[config.mk]
export PLATFORM = sky130hd
export DESIGN_NAME = acc_adc_config
export DESIGN_NICKNAME = d
export VERILOG_FILES = /design/src/rtl/acc_pkg.sv /design/src/rtl/acc_adc_config.sv /design/src/rtl/acc_clock_divider.sv
export SDC_FILE = /design/constraint.sdc
export NUM_CORES = 1
export LEC_CHECK = 0
export ABC_AREA = 0
export BUFFER_PORTS_ARGS = -buffer_cell sky130_fd_sc_hd__buf_2
export CAP_MARGIN = 20
export CORE_ASPECT_RATIO = 1.4
export CORE_UTILIZATION = 24
export DETAILED_ROUTE_END_ITERATION = 12
export HOLD_SLACK_MARGIN = 0.03
export PLACE_DENSITY = 0.47
export SYNTH_ARGS = -nofsm -noshare
export SYNTH_HDL_FRONTEND = slang
export SYNTH_HIERARCHICAL = 1
export SYNTH_SLANG_ARGS = --single-unit
[constraint.sdc]
create_clock -name clk -period 17.9 [get_ports clk]
set_input_delay 2.685 -clock clk [delete_from_list [all_inputs] [get_ports clk]]
set_output_delay 2.685 -clock clk [all_outputs]
set_load 0.005 [all_outputs]
[src/rtl/acc_pkg.sv]
/*
 * Shared constants and types of the ADC conversion configuration block:
 * register indices, field positions, reset values, codes and timing counts.
 * Assumes a 32-bit APB slave where each register takes one aligned word
 * at byte address four times its index.
 */
package acc_pkg;
	// Register indices (byte address is four times the index)
	localparam logic [3:0] IDX_PRIMARY = 4'h0; // Enable bit
	localparam logic [3:0] IDX_REFERENCE = 4'h1; // Reference select
	localparam logic [3:0] IDX_AVERAGING = 4'h2; // Sample count and adjust shift
	localparam logic [3:0] IDX_SAMPLING = 4'h3; // Sampling length
	localparam logic [3:0] IDX_CONVERSION = 4'h4; // Protected conversion bits
	localparam logic [3:0] IDX_STATUS = 4'h5; // Sync pending and busy
	localparam logic [3:0] IDX_CALIB = 4'h6; // Gain and offset calibration
	localparam logic [3:0] IDX_RESULT = 4'h7; // Conversion result
	localparam logic [3:0] IDX_TRIGGER = 4'h8; // Start conversion
	localparam logic [3:0] IDX_LAST = 4'h8; // Highest mapped index
	localparam int ADDR_W = 12; // APB address width
	localparam int IDX_LSB = 2; // Word index position in the address
	localparam int IDX_MSB = 5;

	// Field positions
	localparam int PRI_ENABLE_BIT = 1;
	localparam int REF_SEL_LSB = 0;
	localparam int AVG_COUNT_LSB = 0;
	localparam int AVG_ADJ_LSB = 4;
	localparam int SAMP_LEN_LSB = 0;
	localparam int CONV_DIFF_BIT = 0;
	localparam int CONV_LEFT_BIT = 1;
	localparam int CONV_FREE_BIT = 2;
	localparam int CONV_CORR_BIT = 3;
	localparam int CONV_RES_LSB = 4;
	localparam int CONV_PRESC_LSB = 8;
	localparam int STAT_SYNC_BIT = 0;
	localparam int STAT_BUSY_BIT = 1;
	localparam int CAL_OFFSET_LSB = 0;
	localparam int CAL_GAIN_LSB = 16;
	localparam int TRIG_START_BIT = 0;

	// Reset values
	localparam logic [3:0] REF_SEL_RESET = 4'h0;
	localparam logic [7:0] AVG_RESET = 8'h00;
	localparam logic [5:0] SAMP_LEN_RESET = 6'h00;
	localparam logic [2:0] PRESC_RESET = 3'h0;
	localparam logic [1:0] RES_RESET = 2'h0;
	localparam logic [11:0] GAIN_RESET = 12'h800; // Unity gain
	localparam logic [11:0] OFFSET_RESET = 12'h000;

	// Reference select codes
	localparam logic [3:0] REF_INTERNAL_ONE_VOLT = 4'h0;
	localparam logic [3:0] REF_SUPPLY_FRACTION_A = 4'h1;
	localparam logic [3:0] REF_SUPPLY_HALF = 4'h2;
	localparam logic [3:0] REF_EXTERNAL_A = 4'h3;
	localparam logic [3:0] REF_EXTERNAL_B = 4'h4;

	// Resolution codes
	localparam logic [1:0] RES_12BIT = 2'h0;
	localparam logic [1:0] RES_16BIT = 2'h1;
	localparam logic [1:0] RES_10BIT = 2'h2;
	localparam logic [1:0] RES_8BIT = 2'h3;

	// Averaging and correction
	localparam logic [3:0] SAMPLE_COUNT_MAX = 4'ha; // 1024 samples
	localparam int CORR_SHIFT = 11; // Gain of 0x800 is unity

	// Cycles from an enable write until the change takes effect
	localparam logic [2:0] SYNC_CYCLES = 3'h4;

	// Conversion sequencer states
	typedef enum logic [2:0] {ST_IDLE, ST_SAMPLE, ST_CONVERT, ST_CORRECT, ST_ACCUM} acc_state_t;
endpackage

[src/rtl/acc_adc_config.sv]
/*
 * APB register file and conversion sequencer of the ADC configuration block.
 * Assumes a 32-bit APB master and an analog core that pulses coreDone with
 * coreData valid once per started conversion.
 */
// The APB register port is this design's own decision.
// What this block does
// - Four-bit code picks conversion reference source.
// - Adjust field divides sum by power two.
// - Sample count code sums two-power samples.
// - Sampling lasts field plus one half periods.
// - Prescaler divides clock by four to 512.
// - Prescaler writable only while converter disabled.
// - Resolution field selects 12/16/10/8 bit format.
// - Resolution writable only while converter disabled.
// - Correction enable applies gain and offset.
// - Correction adds cycles set by offset.
// - Free running restarts; otherwise one per trigger.
// - Left align moves result to upper bits.
// - Differential mode converts positive minus negative.
// - Mode bits change only while converter disabled.
// - Reserved bits read zero, written zero.
// - Enable change synchronised, pending flag meanwhile.
`timescale 1ns/100ps
module acc_adc_config
	import acc_pkg::*;
(
	input wire logic clk,
	input wire logic rst,
	input wire logic psel,
	input wire logic penable,
	input wire logic pwrite,
	input wire logic [ADDR_W-1:0] paddr,
	input wire logic [31:0] pwdata,
	output logic [31:0] prdata,
	output logic pready,
	output logic pslverr,
	input wire logic coreDone,
	input wire logic [11:0] coreData,
	output logic [3:0] referenceSelect,
	output logic adcClk,
	output logic coreSample,
	output logic coreStart,
	output logic coreDifferential
);
	// Bus decode
	logic [3:0] idx; // Word index
	logic mapped; // Address hits a register
	logic busDone; // Access completes this edge
	logic wrDone; // Write completes this edge
	logic locked; // Protected fields frozen

	// Configuration storage
	logic enable_reg; // Enable as written, reads back at once
	logic enableActive_reg; // Enable after synchronisation
	logic [2:0] syncCount_reg; // Remaining synchronisation cycles
	logic syncPending_reg; // Enable change in flight
	logic [3:0] reference_select_reg; // Reference code
	logic [3:0] sampleCount_reg; // Sample count code
	logic [2:0] adjust_reg; // Result adjust shift
	logic [5:0] samplingLen_reg; // Sampling length
	logic [2:0] prescaler_reg; // Prescaler code
	logic [1:0] resolution_reg; // Resolution code
	logic correction_reg; // Gain and offset correction on
	logic continuous_conversion_reg; // Continuous conversion
	logic leftAlign_reg; // Left-aligned result
	logic differential_reg; // Differential input
	logic [11:0] gain_reg; // Gain calibration
	logic [11:0] offset_reg; // Offset calibration, signed
	logic [15:0] result_reg; // Last result
	logic startPending_reg; // Trigger waiting for the sequencer

	// Sequencer state
	acc_state_t state_reg;
	logic [6:0] halfCount_reg; // Half periods sampled
	logic [10:0] sample_count_select_reg; // Samples summed so far
	logic [21:0] sum_reg; // Accumulated sum
	logic [11:0] sample_reg; // Sample after correction and scaling
	logic [3:0] extra_reg; // Extra correction cycles left
	logic halfTick; // Half period of the ADC clock

	// Datapath helpers
	logic [12:0] corrDiff; // Raw minus offset
	logic [25:0] corrProd; // Difference times gain
	logic [25:0] corrShift; // Product scaled back
	logic [11:0] corrected; // Clamped corrected sample
	logic [11:0] scaled; // Sample at selected resolution
	logic [10:0] sampleTarget; // Samples per result
	logic [21:0] sum_next; // Sum including current sample
	logic [21:0] avgShift; // Sum after adjust shift
	logic [15:0] formatted; // Result after alignment

	assign idx = paddr[IDX_MSB:IDX_LSB];
	assign mapped = (paddr[ADDR_W-1:IDX_MSB+1] == '0) && (idx <= IDX_LAST);
	assign busDone = psel && penable && pready;
	assign wrDone = busDone && pwrite && mapped;
	assign locked = enable_reg || enableActive_reg;

	acc_clock_divider divider (
		.clk(clk),
		.rst(rst),
		.run(enableActive_reg),
		.prescale(prescaler_reg),
		.halfTick(halfTick)
	);

	// APB answer one cycle into the access phase, read data with it
	always_ff @(posedge clk or posedge rst) begin
		if (rst) begin
			pready <= 1'b0;
			pslverr <= 1'b0;
			prdata <= 32'h0000_0000;
		end else if (psel && penable && !pready) begin
			pready <= 1'b1;
			pslverr <= !mapped;
			prdata <= 32'h0000_0000; // Reserved bits read zero
			if (!pwrite && mapped) begin
				case (idx)
					IDX_PRIMARY: prdata[PRI_ENABLE_BIT] <= enable_reg;
					IDX_REFERENCE: prdata[REF_SEL_LSB+:4] <= reference_select_reg;
					IDX_AVERAGING: begin
						prdata[AVG_COUNT_LSB+:4] <= sampleCount_reg;
						prdata[AVG_ADJ_LSB+:3] <= adjust_reg;
					end
					IDX_SAMPLING: prdata[SAMP_LEN_LSB+:6] <= samplingLen_reg;
					IDX_CONVERSION: begin
						prdata[CONV_DIFF_BIT] <= differential_reg;
						prdata[CONV_LEFT_BIT] <= leftAlign_reg;
						prdata[CONV_FREE_BIT] <= continuous_conversion_reg;
						prdata[CONV_CORR_BIT] <= correction_reg;
						prdata[CONV_RES_LSB+:2] <= resolution_reg;
						prdata[CONV_PRESC_LSB+:3] <= prescaler_reg;
					end
					IDX_STATUS: begin
						prdata[STAT_SYNC_BIT] <= syncPending_reg;
						prdata[STAT_BUSY_BIT] <= (state_reg != ST_IDLE);
					end
					IDX_CALIB: begin
						prdata[CAL_OFFSET_LSB+:12] <= offset_reg;
						prdata[CAL_GAIN_LSB+:12] <= gain_reg;
					end
					IDX_RESULT: prdata[15:0] <= result_reg;
					default: prdata <= 32'h0000_0000; // Trigger reads zero
				endcase
			end
		end else begin
			pready <= 1'b0;
			pslverr <= 1'b0;
		end
	end

	// Enable write reads back at once, takes effect after a delay
	always_ff @(posedge clk or posedge rst) begin
		if (rst) begin
			enable_reg <= 1'b0;
			enableActive_reg <= 1'b0;
			syncCount_reg <= 3'h0;
			syncPending_reg <= 1'b0;
		end else if (wrDone && idx == IDX_PRIMARY) begin
			enable_reg <= pwdata[PRI_ENABLE_BIT];
			syncCount_reg <= SYNC_CYCLES;
			syncPending_reg <= 1'b1;
		end else if (syncCount_reg != 3'h0) begin
			syncCount_reg <= syncCount_reg - 3'h1;
			if (syncCount_reg == 3'h1) begin
				enableActive_reg <= enable_reg;
				syncPending_reg <= 1'b0;
			end
		end
	end

	// Unprotected fields: reference, averaging, sampling, calibration
	always_ff @(posedge clk or posedge rst) begin
		if (rst) begin
			reference_select_reg <= REF_SEL_RESET;
			sampleCount_reg <= AVG_RESET[AVG_COUNT_LSB+:4];
			adjust_reg <= AVG_RESET[AVG_ADJ_LSB+:3];
			samplingLen_reg <= SAMP_LEN_RESET;
			gain_reg <= GAIN_RESET;
			offset_reg <= OFFSET_RESET;
		end else if (wrDone) begin
			case (idx)
				IDX_REFERENCE: reference_select_reg <= pwdata[REF_SEL_LSB+:4];
				IDX_AVERAGING: begin
					sampleCount_reg <= pwdata[AVG_COUNT_LSB+:4];
					adjust_reg <= pwdata[AVG_ADJ_LSB+:3];
				end
				IDX_SAMPLING: samplingLen_reg <= pwdata[SAMP_LEN_LSB+:6];
				IDX_CALIB: begin
					offset_reg <= pwdata[CAL_OFFSET_LSB+:12];
					gain_reg <= pwdata[CAL_GAIN_LSB+:12];
				end
				default: ;
			endcase
		end
	end

	// Enable-protected fields keep their value while enabled
	always_ff @(posedge clk or posedge rst) begin
		if (rst) begin
			prescaler_reg <= PRESC_RESET;
			resolution_reg <= RES_RESET;
			correction_reg <= 1'b0;
			continuous_conversion_reg <= 1'b0;
			leftAlign_reg <= 1'b0;
			differential_reg <= 1'b0;
		end else if (wrDone && idx == IDX_CONVERSION && !locked) begin
			prescaler_reg <= pwdata[CONV_PRESC_LSB+:3];
			resolution_reg <= pwdata[CONV_RES_LSB+:2];
			correction_reg <= pwdata[CONV_CORR_BIT];
			continuous_conversion_reg <= pwdata[CONV_FREE_BIT];
			leftAlign_reg <= pwdata[CONV_LEFT_BIT];
			differential_reg <= pwdata[CONV_DIFF_BIT];
		end
	end

	// Trigger flag; a new trigger wins over the sequencer's clear
	always_ff @(posedge clk or posedge rst) begin
		if (rst) begin
			startPending_reg <= 1'b0;
		end else if (wrDone && idx == IDX_TRIGGER && pwdata[TRIG_START_BIT]) begin
			startPending_reg <= 1'b1;
		end else if (state_reg == ST_IDLE && enableActive_reg) begin
			startPending_reg <= 1'b0;
		end
	end

	// Gain and offset correction, then scaling to the resolution
	always_comb begin
		corrDiff = {1'b0, coreData} - {offset_reg[11], offset_reg};
		corrProd = 26'($signed(corrDiff) * $signed({1'b0, gain_reg}));
		corrShift = 26'($signed(corrProd) >>> CORR_SHIFT);
		if (corrShift[25]) begin
			corrected = 12'h000; // Clamp below zero
		end else if (corrShift[24:12] != 13'h0000) begin
			corrected = 12'hfff; // Clamp above full scale
		end else begin
			corrected = corrShift[11:0];
		end
		case (resolution_reg)
			RES_10BIT: scaled = (correction_reg ? corrected : coreData) >> 2;
			RES_8BIT: scaled = (correction_reg ? corrected : coreData) >> 4;
			default: scaled = correction_reg ? corrected : coreData;
		endcase
	end

	// Averaging target, shifted sum and alignment
	always_comb begin
		if (sampleCount_reg > SAMPLE_COUNT_MAX) begin
			sampleTarget = 11'h001 << SAMPLE_COUNT_MAX; // Reserved codes act as 1024
		end else begin
			sampleTarget = 11'h001 << sampleCount_reg;
		end
		sum_next = sum_reg + {10'h000, sample_reg};
		avgShift = sum_next >> adjust_reg;
		formatted = avgShift[15:0];
		if (leftAlign_reg) begin
			case (resolution_reg)
				RES_12BIT: formatted = {avgShift[11:0], 4'h0};
				RES_10BIT: formatted = {avgShift[9:0], 6'h00};
				RES_8BIT: formatted = {avgShift[7:0], 8'h00};
				default: formatted = avgShift[15:0];
			endcase
		end
	end

	// Conversion sequencer: sample, convert, correct, accumulate
	always_ff @(posedge clk or posedge rst) begin
		if (rst) begin
			state_reg <= ST_IDLE;
			halfCount_reg <= 7'h00;
			sample_count_select_reg <= 11'h000;
			sum_reg <= 22'h000000;
			sample_reg <= 12'h000;
			extra_reg <= 4'h0;
			result_reg <= 16'h0000;
			coreSample <= 1'b0;
			coreStart <= 1'b0;
		end else if (!enableActive_reg) begin
			state_reg <= ST_IDLE; // Disabling aborts any conversion
			sample_count_select_reg <= 11'h000;
			sum_reg <= 22'h000000;
			coreSample <= 1'b0;
			coreStart <= 1'b0;
		end else begin
			coreStart <= 1'b0;
			case (state_reg)
				ST_IDLE: begin
					if (startPending_reg) begin
						state_reg <= ST_SAMPLE;
						halfCount_reg <= 7'h00;
						coreSample <= 1'b1;
					end
				end
				ST_SAMPLE: begin
					if (halfTick) begin
						if (halfCount_reg == {1'b0, samplingLen_reg}) begin
							coreSample <= 1'b0;
							coreStart <= 1'b1;
							state_reg <= ST_CONVERT;
						end else begin
							halfCount_reg <= halfCount_reg + 7'h01;
						end
					end
				end
				ST_CONVERT: begin
					if (coreDone) begin
						sample_reg <= scaled;
						extra_reg <= offset_reg[3:0];
						state_reg <= correction_reg ? ST_CORRECT : ST_ACCUM;
					end
				end
				ST_CORRECT: begin
					if (extra_reg == 4'h0) begin
						state_reg <= ST_ACCUM;
					end else begin
						extra_reg <= extra_reg - 4'h1;
					end
				end
				ST_ACCUM: begin
					halfCount_reg <= 7'h00;
					if (sample_count_select_reg + 11'h001 == sampleTarget) begin
						result_reg <= formatted;
						sum_reg <= 22'h000000;
						sample_count_select_reg <= 11'h000;
						state_reg <= continuous_conversion_reg ? ST_SAMPLE : ST_IDLE;
						coreSample <= continuous_conversion_reg;
					end else begin
						sum_reg <= sum_next;
						sample_count_select_reg <= sample_count_select_reg + 11'h001;
						state_reg <= ST_SAMPLE;
						coreSample <= 1'b1;
					end
				end
				default: state_reg <= ST_IDLE;
			endcase
		end
	end

	// Analog-side configuration and the ADC clock
	always_ff @(posedge clk or posedge rst) begin
		if (rst) begin
			referenceSelect <= REF_SEL_RESET;
			coreDifferential <= 1'b0;
			adcClk <= 1'b0;
		end else begin
			referenceSelect <= reference_select_reg;
			coreDifferential <= differential_reg;
			if (!enableActive_reg) begin
				adcClk <= 1'b0;
			end else if (halfTick) begin
				adcClk <= !adcClk;
			end
		end
	end
endmodule

[src/rtl/acc_clock_divider.sv]
/*
 * Prescaler producing half-period ticks of the ADC conversion clock.
 * Assumes run is held high while the converter is enabled.
 */
`timescale 1ns/100ps
module acc_clock_divider
	import acc_pkg::*;
(
	input wire logic clk,
	input wire logic rst,
	input wire logic run,
	input wire logic [2:0] prescale,
	output logic halfTick
);
	logic [8:0] countReg; // Peripheral clocks within a half period
	logic [8:0] halfLast; // Last count of a half period

	// Divisor is 4 << code, so a half period is 2 << code clocks
	assign halfLast = (9'h002 << prescale) - 9'h001;

	// Free count while running, restarts from zero when stopped
	always_ff @(posedge clk or posedge rst) begin
		if (rst) begin
			countReg <= 9'h000;
			halfTick <= 1'b0;
		end else if (!run) begin
			countReg <= 9'h000;
			halfTick <= 1'b0;
		end else if (countReg == halfLast) begin
			countReg <= 9'h000;
			halfTick <= 1'b1;
		end else begin
			countReg <= countReg + 9'h001;
			halfTick <= 1'b0;
		end
	end
endmodule

# Word level (Yosys, flattened, before mapping)
# Index checks and enable logic that the tools add are counted.
[word_totals]
regBits = 184
inputBits = 62
out_inout_bits = 42
wordCells = 190
[op_classes]
addsub = 8
n_mul = 1
magnitude_cmp = 2
eq_ne = 31
n_shift = 3
muxes = 66
bitwise = 1
n_reduce_logical = 44
[ops]
columns = ["operator", "count"]
rows = [
  ["2-to-1 mux 22 bit", 3],
  ["2-to-1 mux 12 bit", 4],
  ["case mux 16 bit (3 select lines)", 1],
  ["2-to-1 mux 11 bit", 4],
  ["2-to-1 mux 28 bit", 1],
  ["2-to-1 mux 3 bit", 9],
  ["multiplier 13 x 13 -> 26 bit", 1],
  ["case mux 12 bit (2 select lines)", 1],
  ["adder 22 x 12 -> 22 bit", 1],
  ["2-to-1 mux 1 bit", 22],
  [">> shifter 22 x 3 -> 16 bit", 1],
  ["2-to-1 mux 7 bit", 3],
  ["case mux 7 bit (3 select lines)", 1],
  ["2-to-1 mux 9 bit", 2],
  ["equality test 4 x 3 -> 1 bit, second input constant", 4],
  ["2-to-1 mux 16 bit", 1],
  ["case mux 3 bit (5 select lines)", 1],
  ["logical AND 1 bit", 13],
  ["nonzero test 13 bit", 1],
  ["subtractor 12 x 13 -> 13 bit", 1],
  ["2-to-1 mux 4 bit", 3],
  ["inequality test 3 bit, second input constant", 4],
  ["case mux 2 bit (6 select lines)", 1],
  ["adder 11 x 1 -> 11 bit, second input constant", 1],
  ["43 further kinds", 72],
]

# Depth between registers and ports, before layout
# Gate-level depths: netlist of run 1.
[depth]
ltp_word = 7
ltp_mapped = 35
ltp_nobuf = 31

# Cells and area by module
# The synthesis of run 1 kept the hierarchy.
[by_module_without_submodules]
columns = ["mod", "instances", "cells_each", "area_each_um2", "seq_area_each_um2"]
rows = [
  ["acc_adc_config", 1, 1961, 17506.8, 4255.3],
  ["acc_clock_divider", 1, 73, 676.9, 250.2],
]

# Worst setup path after synthesis of run 1
# OpenSTA, ideal clock, no wires.
[synth_timing]
kind = "input to register"
startpoint = "input coreData[0]"
endpoint = "register sample_reg[7]"
setup_ns = 0.132
arrival_time_ns = 10.327
required_time_ns = 17.768
path_slack_ns = 7.441
stages = 34
n_path_buf = 3
path_cell_list = "inv_1 ha_1 fa_1 nor2b_1 o21ai_0 a21boi_0 o21ai_0 a21boi_0 o21ai_0 a21oi_1 o41ai_1 buf_2 buf_2 mux2i_1 fa_1 inv_1 fa_1 inv_1 fa_1 fa_1 inv_1 fa_1 inv_1 ha_1 a21oi_1 o21ai_0 nor3_1 o211ai_1 a311oi_1 mux2i_1 buf_2 a21oi_1 a211oi_1 o22ai_1"
[synth_between]
elab_chain_cells = 7
[synth_rtl]
columns = ["element", "line", "source"]
rows = [
  ["start: declaration", "acc_adc_config.sv:39", "input wire logic [11:0] coreData,"],
  ["subtractor 12 x 13 -> 13 bit (*)", "acc_adc_config.sv:230", "corrDiff = {1'b0, coreData} - {offset_reg[11], offset_reg};"],
  ["multiplier 13 x 13 -> 26 bit (*)", "acc_adc_config.sv:231", "corrProd = 26'($signed(corrDiff) * $signed({1'b0, gain_reg}));"],
  ["nonzero test 13 bit", "acc_adc_config.sv:235", "end else if (corrShift[24:12] != 13'h0000) begin"],
  ["2-to-1 mux 12 bit", "acc_adc_config.sv:235", ""],
  ["2-to-1 mux 12 bit (*)", "acc_adc_config.sv:233", "if (corrShift[25]) begin"],
  ["2-to-1 mux 12 bit (*)", "acc_adc_config.sv:241, acc_adc_config.sv:242, acc_adc_config.sv:243", ""],
  ["case mux 12 bit (2 select lines) (*)", "acc_adc_config.sv:240", "case (resolution_reg)"],
  ["end signal: assignment", "acc_adc_config.sv:308", "sample_reg <= scaled;"],
  ["end: declaration", "acc_adc_config.sv:78", "logic [11:0] sample_reg;"],
]
# Mark *: on every way between the ends. The rest lies on a longest branch, timed or not.
# A chain may end at the register's enable or synchronous reset.

# Worst setup path after layout of run 1
# Same ends and word-level chain as after synthesis.

==> impl_metrics.toml, run 1 <==
[placed_design]
gp_congestion = 0.8794
portBuffers = 89
dp_hpwl_um = 45270
pre_cts_slack_ns = 6.321

[sta]
rsz0062_at_grt = "false"
timing.final.crit_period_ns = 11.06
drv_slew = 0
setup_slack_ns = 6.837
whs_ns = 0.4079
clock.fmax_mhz = 90.39
setup_violations = 0
finalCritPeriodShare = 0.6181
slew_headroom = 0.2317
hold_viol = 0
finalSetupTns_ns = 0
tightest_slew_ns = 1.148
clock-skew-final_ns = 0.01780

[global_route]
grt_pass1_vias = 15430
grt_max_degree = 106
antenna_found_initial = 4
grt_usage = 0.1480
grt_pass1_wl_um = 89040
grt.overflow.total = 0

[critical_path]
crit_slowest_cell = "fa_1"
cp_top_family = "adder cells"
crit_path_frequent_cell = "fa_1"
path_buf_inv = 7
critPathMaxStageDelay_ns = 0.77
start_kind = "primary input"
critPathCaptureType = "register"
crit_path_max_fanout = 19
worstSetupPathType = "in2reg"
cp.arrival_ns = 11.39
cp_data_required_time_ns = 18.23

[detailed_routing]
dr_total_vias = 14970
drt_iter0_markers = 792
drc = 0
drt_pre_antenna_iters = 5
viasPerCell = 4.916
wl_per_cell_um = 18.70
final_antenna_net_count = 0
finalWirelength_um = 56940

[logic_synthesis]
ys_warn_count = 6
async_flop_share = 1.000
synth_cells = 2034
synth.distinct_cells = 103
ys_seq_elements = 180
synthesis.area_um2 = 18180
synth_area_leaders = "dfrtp_1 25%, fa_1 16%, ha_1 6.1%"
yosysSeqAreaShare = 0.2478
synth_top_area_cell = "dfrtp_1"
avgSynthCellArea_um2 = 8.940
synth_ff_type = "dfrtp_1"
synth_edf_count = 0
synth_top_area_frac = 0.2463

[floorplanning]
die_h_um = 327.7
coreArea_um2 = 75040
dieArea_um2 = 76890
num_rows = 119
io_pins = 104
die_w_um = 234.6
initial_utilization = 0.2423

[clocking]
cts_sinks = 180
cts_setup_buffers = 0
holdBufCountCts = 0
cts_resized = 0
cts_tree = "built"
root_buffer = "clkbuf_16"
numCtsBuffers = 17
cts.clk_slew.worst_paths_ns = 0.08
clock_tree.buffer_depth = 2
clkLatencyLatePin_ns = 0.46
htreeDepth = 4

[run]
drv_cap = 0

[layout]
drive_above_1_share = 0.1286
syn2layout_area_growth_pct = 11.64
largest_reg_flops = 28
utilization = 0.2705
fill_cells = 8142
nets = 2363

[power_and_ir_drop]
p_leak_nw = 9.627
ir_drop_mv = 0.05909
powerDensity_nw_per_um2 = 43.60
total_power_uw = 885.2

[hold_path]
hold_class = "reg2reg"

[run_status]
status = "complete, no violations"
==> cells in the mapped netlist (all sizes together), types with 10 or more instances <==
library cell	n
nor3	37
o21a	10
o21ai	117
and3	22
nor2b	40
and2	59
xnor2	40
nand2	220
fa	149
or3	13
inv	247
a221oi	10
xor2	33
dfrtp	179
a31oi	19
buf	28
ha	89
nor2	119
nand3	57
nand2b	24
a21o	10
o31ai	15
mux4	10
mux2i	45
mux2	64
a21oi	72
nand4	11
clkbuf	80
a21boi	10
o211ai	20
nor4	14
a211oi	19
a22o	30
==> layout by cell type, fill, tap and decap left out, drive strengths merged, types with 13 or more instances in the layout <==
cell / n
mux2: 64
ha: 89
a22o: 30
fa: 149
o211ai: 20
xnor2: 40
a21oi: 72
o31ai: 15
nor3: 37
buf: 115
a31oi: 19
nor2b: 40
dfrtp: 179
nand2b: 24
inv: 254
xor2: 33
mux2i: 45
o21ai: 117
clkbuf: 18
nand3: 57
nor2: 119
and2: 59
or3: 13
and3: 22
a211oi: 19
nor4: 14
nand2: 220
==> cells by family (layout without fill, tap and decap cells) <==
kind of cell / Yosys count / count (layout) / synth area share
flip-flops: 180 / 180 / 0.2478
AO/OA/AOI/OAI: 409 / 409 / 0.1556
XOR/XNOR: 73 / 73 / 0.03557
buffers and inverters: 356 / 395 / 0.07734
other: 1 / 5 / 0.0002062
adder cells (fa/ha/maj): 238 / 238 / 0.2253
AND/OR/NAND/NOR: 658 / 658 / 0.1814
multiplexers: 119 / 119 / 0.07679
==> where the power goes <==
group | internal [mW] | switching (mW) | leakage (nW)
sequential | 0.410 | 0.00308 | 2.46
clock | 0.193 | 0.199 | 0.297
combinational | 0.0264 | 0.0526 | 6.87
total | 0.630 | 0.255 | 9.63
==> area by class of cell <==
type                    count  area (um2)  area share
clock inverters            14       172.7    0.008505
diodes                      1       2.502   0.0001233
clock buffers              18       439.2     0.02163
flip-flops and latches    180        4506      0.2219
repair buffers            115       724.4     0.03569
multi-input cells        1501       12310      0.6063
well taps                 968        1211     0.05966
inverters                 248       935.9     0.04610
==> metrics by stage <==
step           cell area [um2]  instances
2_1_floorplan            18200       2037
3_3_place_gp             19540       3004
3_5_place_dp             19640       3009
4_1_cts                  20260       3041
5_1_grt                  20300       3044
6_report                 20300       3045
==> routing by layer <==
| metal | share of wire | GRT usage | vias to the layer above | wire, um |
|---|---|---|---|---|
| met5 | 0.00047 | 0 | - | 27 |
| met4 | 0.029 | 0.05292 | 4 | 1670 |
| met3 | 0.028 | 0.01613 | 83 | 1586 |
| met2 | 0.54 | 0.2835 | 258 | 30990 |
| met1 | 0.40 | 0.1679 | 7644 | 22670 |
| li1 | - | - | 6981 | - |
==> worst paths after layout <==
check                                                    start                             to  slack [ns]  depth (start not counted)
max                                                coreData[0]      sample_reg[7]$_DFFE_PP0P_        6.84                         33
min                        reference_select_reg[0]$_DFFE_PP0P_   referenceSelect[0]$_DFF_PP0_        0.41                          0
max reg2reg                          offset_reg[0]$_DFFE_PP0P_      sample_reg[7]$_DFFE_PP0P_        8.81                         31
min reg2reg                reference_select_reg[0]$_DFFE_PP0P_   referenceSelect[0]$_DFF_PP0_        0.41                          0
max in group asynchronous                                  rst     result_reg[13]$_DFFE_PP0P_       14.01                          4
min in group asynchronous                                  rst  divider/countReg[7]$_DFF_PP0_        2.26                          2
Note: power is estimated with default switching activity, not from simulation.
==> run 2: changes to the inputs <==
==> constraint.sdc (replaced) <==
create_clock -name clk -period 11.3 [get_ports clk]
set_input_delay 1.695 -clock clk [delete_from_list [all_inputs] [get_ports clk]]
set_output_delay 1.695 -clock clk [all_outputs]
set_load 0.005 [all_outputs]
==> impl_metrics.toml, run 2 (same netlist as run 1, synthesis figures left out) <==
[critical_path]
cp_data_required_time_ns = 11.60
critPathMaxStageDelay_ns = 0.55
r2r_start = "offset_reg[2]$_DFFE_PP0P_"
cp.arrival_ns = 10.14
crit_path_start = "coreData[0]"
start_kind = "primary input"
cp_top_family = "adder cells"
path_depth = 33
worstSetupPathType = "in2reg"
crit_path_max_fanout = 19
r2r_setup_slack_ns = 2.41
r2r_cells = 31
path_buf_inv = 7
critPathCaptureType = "register"
crit_path_frequent_cell = "fa_1"
crit_slowest_cell = "fa_1"
crit_end = "sample_reg[1]$_DFFE_PP0P_"
timing.rr.end = "sample_reg[1]$_DFFE_PP0P_"

[detailed_routing]
viasPerCell = 4.899
drc = 0
finalWirelength_um = 56820
wl_per_cell_um = 18.66
dr_total_vias = 14920
drt_pre_antenna_iters = 5
drt_iter0_markers = 799
final_antenna_net_count = 0

[sta]
clock.fmax_mhz = 101.6
clock-skew-final_ns = 0.02667
hold_viol = 0
tightest_slew_ns = 1.176
whs_ns = 0.4080
rsz0062_at_grt = "false"
finalSetupTns_ns = 0
timing.final.crit_period_ns = 9.839
finalCritPeriodShare = 0.8707
drv_slew = 0
slew_headroom = 0.2130
setup_violations = 0
setup_slack_ns = 1.461

[power_and_ir_drop]
ir_drop_mv = 0.09477
powerDensity_nw_per_um2 = 69.46
p_leak_nw = 9.613
total_power_mw = 1.407

[clocking]
cts.clk_slew.worst_paths_ns = 0.08
clock_tree.buffer_depth = 2
root_buffer = "clkbuf_16"
htreeDepth = 4
cts_tree = "built"
clkLatencyLatePin_ns = 0.47
holdBufCountCts = 0
cts_sinks = 180
numCtsBuffers = 17
cts_setup_buffers = 0
cts_resized = 0

[global_route]
grt_usage = 0.1490
grt_pass1_wl_um = 89790
grt.overflow.total = 0
grt_pass1_vias = 15730
grt_max_degree = 103
antenna_found_initial = 5

[floorplanning]
die_h_um = 327.7
die_w_um = 234.6
dieArea_um2 = 76890
coreArea_um2 = 75040
io_pins = 104
initial_utilization = 0.2423
num_rows = 119

[layout]
final_cells = 3045
final_common_cell = "inv_1"
drive_above_1_share = 0.1286
largest_reg_flops = 28
final_cell_mix = "246 x inv_1, 219 x nand2_1, 179 x dfrtp_1, 149 x fa_1, 116 x nor2_1"
syn2layout_area_growth_pct = 11.44
nets = 2363

[hold_path]
hold_class = "reg2reg"
worstHoldStart = "reference_select_reg[0]$_DFFE_PP0P_"

[run]
drv_cap = 0

[placed_design]
dp.cells = 3010
pre_cts_slack_ns = 1.062
portBuffers = 89
dp_hpwl_um = 45370
gp_congestion = 0.8755

[run_status]
status = "complete, no violations"
==> run 2: cell types whose count changed in the layout (fill, tap and decap cells not counted), sizes merged <==
cell	previous run	this run
buf	115	113
inv	254	255
clkinv	8	7
clkbuf	18	20
==> run 2: report_power, final <==
part	switching, mW	internal [mW]
registers	0.00491	0.650
logic	0.0832	0.0419
clock network	0.320	0.308
==> run 2: stage by stage <==
step / instance area, um2 / util
6_report: 20260 / 0.2700
4_1_cts: 20230 / 0.2696
5_1_grt: 20260 / 0.2700
2_1_floorplan: 18200 / -
3_5_place_dp: 19620 / 0.2614
3_3_place_gp: 19560 / 0.2606
==> run 2: area by class of cell <==
cell class	count	area (um2)
Fill cell	8082	54780
Multi-Input combinational cell	1501	12310
Sequential cell	180	4506
Tap cell	968	1211
Inverter	248	935.9
Timing Repair Buffer	115	684.4
Clock buffer	18	439.2
Clock inverter	14	175.2
Antenna cell	1	2.502
==> run 2: worst min-delay path by stage <==
stage	to	slack (ns)	cells past startpoint
6_report	referenceSelect[0]$_DFF_PP0_	0.41	0
4_1_cts	referenceSelect[0]$_DFF_PP0_	0.41	0
3_3_place_gp	coreDifferential$_DFF_PP0_	0.39	0
2_1_floorplan	referenceSelect[0]$_DFF_PP0_	0.37	0
5_1_grt	referenceSelect[0]$_DFF_PP0_	0.42	0
3_5_place_dp	referenceSelect[0]$_DFF_PP0_	0.39	0
==> run 2: metal layers <==
layer | wire length [um] | GRT usage
met1 | 22550 | 0.1670
met2 | 31190 | 0.2886
met3 | 1475 | 0.01630
met4 | 1573 | 0.05149
met5 | 31 | 0
